$ cat src/rtl/xsl_defines.svh
// Register offsets, field positions and reset values of the status bank
`ifndef XSL_DEFINES_SVH
`define XSL_DEFINES_SVH

`define XSL_ADDR_RESERVED 8'h00
`define XSL_ADDR_REV_FLAG 8'h01
`define XSL_ADDR_LOOP_LOW 8'h02
`define XSL_ADDR_LOOP_HIGH 8'h03

`define XSL_REV_MSB 6
`define XSL_REV_LSB 0
`define XSL_FLAG_BIT 7

`define XSL_FLAG_RESET 1'h1
`define XSL_LOOP_RESET 8'h00
`define XSL_RSVD_READ 8'h00
`define XSL_UNMAPPED_READ 8'h00
`define XSL_RDDATA_RESET 8'h00

`define XSL_LANES_PER_BANK 4

`endif

$ cat src/rtl/xsl_pkg.sv
// Types shared by the status and loop-back register bank
`default_nettype none

package xsl_pkg;

  typedef logic [7:0] xsl_byte_t;

  typedef logic [3:0] xsl_lanes_t;

  typedef enum {
    XSL_SEL_RESERVED,
    XSL_SEL_REV_FLAG,
    XSL_SEL_LOOP_LOW,
    XSL_SEL_LOOP_HIGH,
    XSL_SEL_NONE
  } xsl_sel_t;

endpackage : xsl_pkg

`default_nettype wire

$ cat src/rtl/xsl_cfg_if.sv
// Link between the register decoder and the loop-back bank
`timescale 1ns/10ps
`default_nettype none

interface xsl_cfg_if;
  logic wrLow;
  logic wrHigh;
  logic restore;
  xsl_pkg::xsl_byte_t wrData;
  xsl_pkg::xsl_byte_t loopLow;
  xsl_pkg::xsl_byte_t loopHigh;

  modport ctrl (
    output wrLow,
    output wrHigh,
    output restore,
    output wrData,
    input loopLow,
    input loopHigh
  );

  modport bank (
    input wrLow,
    input wrHigh,
    input restore,
    input wrData,
    output loopLow,
    output loopHigh
  );
endinterface : xsl_cfg_if

`default_nettype wire

$ cat src/rtl/xsl_status_loopback_regs.sv
// Status, power-on flag and reverse loop-back register bank
`timescale 1ns/10ps
`default_nettype none

`include "xsl_defines.svh"

module xsl_status_loopback_regs #(
  // Arbitrary value; set per silicon revision
  parameter logic [6:0] REVISION = 7'h01
) (
  input wire logic clk,
  input wire logic resetn,
  input wire logic [7:0] regAddr,
  input wire logic regWrEn,
  input wire logic [7:0] regWrData,
  input wire logic regRdEn,
  output logic [7:0] regRdData,
  output logic regRdValid,
  output logic [3:0] reverseLoopBank0,
  output logic [3:0] reverseLoopBank1,
  output logic [3:0] reverseLoopBank2,
  output logic [3:0] reverseLoopBank3,
  output logic powerOnFlag
);

  // ---------------------------------------------------------------
  // Address decode
  // ---------------------------------------------------------------
  function automatic xsl_pkg::xsl_sel_t decodeAddr(input logic [7:0] addr);
    xsl_pkg::xsl_sel_t sel;
    sel = xsl_pkg::XSL_SEL_NONE;
    unique case (addr)
      `XSL_ADDR_RESERVED: sel = xsl_pkg::XSL_SEL_RESERVED;
      `XSL_ADDR_REV_FLAG: sel = xsl_pkg::XSL_SEL_REV_FLAG;
      `XSL_ADDR_LOOP_LOW: sel = xsl_pkg::XSL_SEL_LOOP_LOW;
      `XSL_ADDR_LOOP_HIGH: sel = xsl_pkg::XSL_SEL_LOOP_HIGH;
      default: sel = xsl_pkg::XSL_SEL_NONE;
    endcase
    return sel;
  endfunction : decodeAddr

  // ---------------------------------------------------------------
  // Field helpers
  // ---------------------------------------------------------------
  // One strobe per target word; reserved and unmapped words hit nothing
  function automatic logic wrHit(
    input logic en,
    input xsl_pkg::xsl_sel_t sel,
    input xsl_pkg::xsl_sel_t target
  );
    return en && (sel == target);
  endfunction : wrHit

  // Lane n of bank b sits at bit n of its word, plus four for odd b (banks 1 and 3)
  function automatic xsl_pkg::xsl_lanes_t bankLanes(
    input xsl_pkg::xsl_byte_t word,
    input logic upperBank
  );
    int base;
    base = upperBank ? `XSL_LANES_PER_BANK : 0;
    return word[base +: `XSL_LANES_PER_BANK];
  endfunction : bankLanes

  // Revision is a constant here, so no write path can ever reach it
  function automatic xsl_pkg::xsl_byte_t statusWord(
    input logic flag
  );
    xsl_pkg::xsl_byte_t word;
    word = `XSL_UNMAPPED_READ;
    word[`XSL_REV_MSB:`XSL_REV_LSB] = REVISION;
    word[`XSL_FLAG_BIT] = flag;
    return word;
  endfunction : statusWord

  // ---------------------------------------------------------------
  // Reset release
  // ---------------------------------------------------------------
  // Assert at once, release after two edges so all flops leave together
  logic rstMeta_q;
  logic rstMeta_d;
  logic rstSyncN_q;
  logic rstSyncN_d;

  always_comb begin
    rstMeta_d = 1'b1;
    rstSyncN_d = rstMeta_q;
  end

  always_ff @(posedge clk or negedge resetn) begin
    if (!resetn) begin
      rstMeta_q <= 1'b0;
      rstSyncN_q <= 1'b0;
    end else begin
      rstMeta_q <= rstMeta_d;
      rstSyncN_q <= rstSyncN_d;
    end
  end

  // ---------------------------------------------------------------
  // Write decode
  // ---------------------------------------------------------------
  xsl_cfg_if cfgLink ();

  xsl_pkg::xsl_sel_t wrSel;
  logic wrFlagReg;

  always_comb begin
    wrSel = decodeAddr(regAddr);
    wrFlagReg = wrHit(regWrEn, wrSel, xsl_pkg::XSL_SEL_REV_FLAG);
    cfgLink.restore = wrFlagReg;
    cfgLink.wrLow = wrHit(regWrEn, wrSel, xsl_pkg::XSL_SEL_LOOP_LOW);
    cfgLink.wrHigh =
      wrHit(regWrEn, wrSel, xsl_pkg::XSL_SEL_LOOP_HIGH);
    // Writes to the reserved word reach no register at all
    cfgLink.wrData = regWrData;
  end

  xsl_loop_bank loopBank (
    .clk(clk),
    .rstSyncN(rstSyncN_q),
    .cfg(cfgLink.bank)
  );

  // ---------------------------------------------------------------
  // Power-on flag
  // ---------------------------------------------------------------
  logic porFlag_q;
  logic porFlag_d;

  // Only reset sets it, so a set never meets a clear in one cycle
  always_comb begin
    porFlag_d = porFlag_q;
    // Data byte is not looked at, only the address
    if (wrFlagReg) begin
      porFlag_d = 1'b0;
    end
  end

  always_ff @(posedge clk or negedge rstSyncN_q) begin
    if (!rstSyncN_q) begin
      porFlag_q <= `XSL_FLAG_RESET;
    end else begin
      porFlag_q <= porFlag_d;
    end
  end

  // ---------------------------------------------------------------
  // Read path
  // ---------------------------------------------------------------
  xsl_pkg::xsl_sel_t rdSel;
  xsl_pkg::xsl_byte_t rdWord;
  xsl_pkg::xsl_byte_t rdData_q;
  xsl_pkg::xsl_byte_t rdData_d;
  logic rdValid_q;
  logic rdValid_d;

  always_comb begin
    rdSel = decodeAddr(regAddr);
    rdWord = `XSL_UNMAPPED_READ;
    unique case (rdSel)
      xsl_pkg::XSL_SEL_RESERVED: begin
        rdWord = `XSL_RSVD_READ;
      end
      xsl_pkg::XSL_SEL_REV_FLAG: begin
        rdWord = statusWord(porFlag_q);
      end
      xsl_pkg::XSL_SEL_LOOP_LOW: begin
        rdWord = cfgLink.loopLow;
      end
      xsl_pkg::XSL_SEL_LOOP_HIGH: begin
        rdWord = cfgLink.loopHigh;
      end
      xsl_pkg::XSL_SEL_NONE: begin
        rdWord = `XSL_UNMAPPED_READ;
      end
    endcase
    // A read in the cycle of a write returns the value before it
    // Hold the last answer between reads so the host may sample late
    rdData_d = regRdEn ? rdWord : rdData_q;
    rdValid_d = regRdEn;
  end

  always_ff @(posedge clk or negedge rstSyncN_q) begin
    if (!rstSyncN_q) begin
      rdData_q <= `XSL_RDDATA_RESET;
      rdValid_q <= 1'b0;
    end else begin
      rdData_q <= rdData_d;
      rdValid_q <= rdValid_d;
    end
  end

  // ---------------------------------------------------------------
  // Outputs
  // ---------------------------------------------------------------
  assign regRdData = rdData_q;
  assign regRdValid = rdValid_q;
  assign powerOnFlag = porFlag_q;

  // ---------------------------------------------------------------
  // Lane enables
  // ---------------------------------------------------------------
  // Straight from the flops: no glitch reaches the analog loop switches
  assign reverseLoopBank0 = bankLanes(cfgLink.loopLow, 1'b0);
  assign reverseLoopBank1 = bankLanes(cfgLink.loopLow, 1'b1);
  assign reverseLoopBank2 = bankLanes(cfgLink.loopHigh, 1'b0);
  assign reverseLoopBank3 = bankLanes(cfgLink.loopHigh, 1'b1);

endmodule : xsl_status_loopback_regs

`default_nettype wire

$ cat src/rtl/xsl_loop_bank.sv
// Reverse loop-back enable registers for banks 0 to 3
`timescale 1ns/10ps
`default_nettype none

module xsl_loop_bank (
  input wire logic clk,
  input wire logic rstSyncN,
  xsl_cfg_if.bank cfg
);

  // ---------------------------------------------------------------
  // Next values
  // ---------------------------------------------------------------
  xsl_pkg::xsl_byte_t loopLow_q;
  xsl_pkg::xsl_byte_t loopLow_d;
  xsl_pkg::xsl_byte_t loopHigh_q;
  xsl_pkg::xsl_byte_t loopHigh_d;

  always_comb begin
    loopLow_d = loopLow_q;
    loopHigh_d = loopHigh_q;
    // Restore wins: it only comes from a write elsewhere, never together
    if (cfg.restore) begin
      loopLow_d = `XSL_LOOP_RESET;
      loopHigh_d = `XSL_LOOP_RESET;
    end else begin
      if (cfg.wrLow) begin
        loopLow_d = cfg.wrData;
      end
      if (cfg.wrHigh) begin
        loopHigh_d = cfg.wrData;
      end
    end
  end

  // ---------------------------------------------------------------
  // Registers
  // ---------------------------------------------------------------
  always_ff @(posedge clk or negedge rstSyncN) begin
    if (!rstSyncN) begin
      loopLow_q <= `XSL_LOOP_RESET;
      loopHigh_q <= `XSL_LOOP_RESET;
    end else begin
      loopLow_q <= loopLow_d;
      loopHigh_q <= loopHigh_d;
    end
  end

  assign cfg.loopLow = loopLow_q;
  assign cfg.loopHigh = loopHigh_q;

endmodule : xsl_loop_bank

`default_nettype wire

$ cat config.mk
export PLATFORM = sky130hd
export DESIGN_NAME = xsl_status_loopback_regs
export DESIGN_NICKNAME = d
export VERILOG_FILES = /design/src/rtl/xsl_pkg.sv /design/src/rtl/xsl_cfg_if.sv /design/src/rtl/xsl_status_loopback_regs.sv /design/src/rtl/xsl_loop_bank.sv
export VERILOG_INCLUDE_DIRS = /design/src /design/src/rtl
export SDC_FILE = /design/constraint.sdc
export NUM_CORES = 1
export LEC_CHECK = 0
export BUFFER_PORTS_ARGS = -buffer_cell sky130_fd_sc_hd__buf_2
export CAP_MARGIN = 0
export CORE_UTILIZATION = 49
export DETAILED_ROUTE_END_ITERATION = 10
export PLACE_DENSITY = 0.86
export SLEW_MARGIN = 10
export SYNTH_ARGS = -nofsm -noshare
export SYNTH_HDL_FRONTEND = slang
export SYNTH_SLANG_ARGS = --single-unit
$ cat constraint.sdc
create_clock -name clk -period 1.2 [get_ports clk]
set_input_delay 0.06 -clock clk [delete_from_list [all_inputs] [get_ports clk]]
set_output_delay 0.06 -clock clk [all_outputs]
set_load 0.1 [all_outputs]
==> results by group <==
Synth
  – EDFF count, synth: 0
  – Avg Cell Area, Syn: 10.24 µm²
  – Syn_nets: 153
  – Mapped cell area: 1363 µm²
  – Async S/R FF share, synth: 100.0%
  – Synth unique cells: 34
  – Primary FF master, synth: dfrtp_1
  – Ys Warns: 0
  – FF+latch count, synth: 28
  – Cells after synthesis: 133
  – Register area share after synthesis: 51.52%

Floorplanning
  – Ports: 46
  – Chip width: 54.73 µm
  – Die Ht: 54.73 µm
  – Core area: 2545 µm²
  – Num rows: 18
  – Starting density of the core: 53.54%
  – Die area: 2995 µm²

Setup path
  – Worst Path Buf+Inv: 1
  – Reg2reg setup slack: 0.20 ns
  – Critical path arrival: 1.16 ns
  – Crit-path cells: buf_12
  – Reg2reg end: regRdData[7]
  – FF-to-FF Start: powerOnFlag
  – Max incr delay on CP: 0.67 ns
  – CP Data Required Time: 1.14 ns
  – CP Launch Type: flip-flop
  – Slowest CP cell: dfstp_4
  – CP Max Fanout: 3
  – Setup crit end kind: primary output
  – Worst R2R Path Depth: 2
  – Crit Path Class: flip-flop to primary output
  – CP delay by family, top: flip-flops

Outcome
  – Failing checks: negative setup slack
  – Outcome: finished, violations left

Clock network
  – Clock-pin slew on the worst setup and hold paths: 0.15 ns
  – H-tree depth: 1
  – Post-CTS setup buffer count: 0
  – Total CTS buffers: 3
  – CTS tree: done
  – Clock tree buffer depth: 2
  – Clock Latency Late Sink: 0.33 ns
  – Root Buffer Master: clkbuf_4
  – TritonCTS Sinks: 28

Place
  – Port bufs: 45
  – Post-DP Area: 1827 µm²
  – GPL Wtd Cong: 0.8305
  – Detailed Place HPWL: 2569 µm

Route
  – Initial DRC count: 50
  – Highest metal used: met4
  – Routed length on met2: 1938 µm
  – Vias: 1406
  – Total Wirelength: 3893 µm
  – Met3 WL: 287 µm
  – Avg WL per Cell: 16.43 µm
  – Vias per inst: 5.932
  – DRC: 0
  – DR pass1 iterations: 6
  – M1 WL: 1585 µm
  – Number of routed nets with antenna violations: 0

Final layout
  – Ant diodes: 0
  – Fin area: 2052 µm²
  – Storage element area: 728.2 µm²
  – Nets: 228
  – Commonest non-fill, non-tap cell in the layout: buf_4
  – Filler instances: 159
  – Multi-input gate area: 586.8 µm²
  – Most frequent cells in the layout: 42 x buf_4, 19 x buf_2, 18 x nand4_1, 18 x dfrtp_2, 12 x o31ai_1
  – Area grow syn2layout: 50.60%
  – Final Core Density: 80.63%
  – Proportion of layout cells with a drive suffix above 1: 47.83%

STA
  – F_max: 0.8201 GHz
  – RSZ-0062 raised after global routing: yes
  – Final Max Slew Viols: 0
  – Period utilization: 101.6%
  – Worst Clk Skew: 0.007403 ns
  – Final hold violations: 0
  – Worst setup margin: -0.01942 ns
  – Final setup vio count: 1
  – Min Clock Period, post-route: 1.219 ns

Global route
  – Tot GR Track Use: 27.40%
  – Gr ovfl total: 0
  – First-pass GRT wire length: 5761 µm
  – Initial antenna violation count: 0
  – Largest net degree at the start of global routing: 23
  – Vias in the first global route: 1280

Flow run
  – MaxCap Viol Count: 0

Pwr
  – Overall Power: 2.389 mW
  – Pwr dens: 1164 nW/µm²
  – Leakage: 0.9797 nW
  – Maximum vdd drop: 1121 µV

Min path
  – Hold endpoint: loopBank.cfg.loopLow[3]
  – Hold WC Path Type: primary input to flip-flop
  – Hold path start: regWrEn
  – Hold Crit Depth: 4
worst max path at each step:
stage | from | endpoint | slack (ns) | depth (start not counted)
global placement | regAddr[3] | regRdData[4] | -0.20 | 5
finish | powerOnFlag | powerOnFlag | -0.02 | 1
detailed placement | regAddr[3] | loopBank.cfg.loopHigh[1] | -0.22 | 6
floorplan | regAddr[5] | loopBank.cfg.loopLow[0] | -0.09 | 4
CTS | powerOnFlag | powerOnFlag | -0.03 | 1
global route | powerOnFlag | powerOnFlag | -0.05 | 1
cells in the mapped netlist, types with 2 or more instances:
library cell | n | share of area (%)
a211o_1 | 2 | 1.3
a21o_1 | 4 | 2.2
a21oi_1 | 8 | 2.9
and4_1 | 2 | 1.3
clkbuf_1 | 7 | 1.9
dfrtp_1 | 27 | 50
inv_1 | 10 | 2.8
nand2_1 | 5 | 1.4
nand2b_1 | 5 | 2.3
nand3_1 | 2 | 0.73
nand4_1 | 18 | 8.3
nor2b_1 | 3 | 1.4
o21ai_0 | 8 | 2.9
o31ai_1 | 12 | 6.6
report_power, final:
group / switching [mW] / internal [mW]
registers: 0.0478 / 1.00
clock network: 0.278 / 0.338
logic: 0.535 / 0.187
routing by layer:
layer | global-route usage (%) | up-vias
met4 | 10.26 | 0
met1 | 35.04 | 665
met2 | 46.79 | 80
li1 | - | 645
met5 | 0 | -
met3 | 3.333 | 16
registers in the layout (all words and copies together), names as in the netlist:
| register | count |
|---|---|
| loopBank.cfg.loopLow | 8 |
| regRdValid | 1 |
| powerOnFlag | 1 |
| loopBank.cfg.loopHigh | 8 |
| rstSyncN_q | 1 |
| rstMeta_q | 1 |
| regRdData | 8 |
repair_timing:
| item | 4_1_cts | 5_1_grt |
|---|---|---|
| hold buffers | 11 | 0 |
| endpoints found under the hold margin | 14 | 0 |
| resized for setup | 19 | 6 |
| setup endpoints to repair | 20 | 7 |
cell families after synthesis:
logic type	Yosys count	share of synthesized area (%)
DFF	28	51.52
buffers and inverters	21	6.152
AOI/OAI and AO/OA	36	17.26
other	1	0.2752
muxes	1	0.7346
and+or+nand+nor	46	24.06
cell type report:
class / instances / area share, %
tap: 30 / 1.829
multi-input combinational: 84 / 28.60
sequential: 28 / 35.49
clock buffer: 3 / 1.098
timing repair buffer: 80 / 29.51
inverter: 11 / 2.012
clock inverter: 1 / 1.463
metrics by stage:
stage	hold slack (ns)	setup WS [ns]	TNS (ns)	std cells
6_report	0.1427	-0.01942	-0.01942	237
5_1_grt	0.1530	-0.04573	-0.04573	237
3_5_place_dp	-0.1540	-0.2245	-4.511	222
4_1_cts	0.1307	-0.03189	-0.03189	237
3_3_place_gp	-0.1555	-0.2005	-3.835	222
2_1_floorplan	-0.2356	-0.08875	-1.090	133
Note: power is estimated with default switching activity, not from simulation.
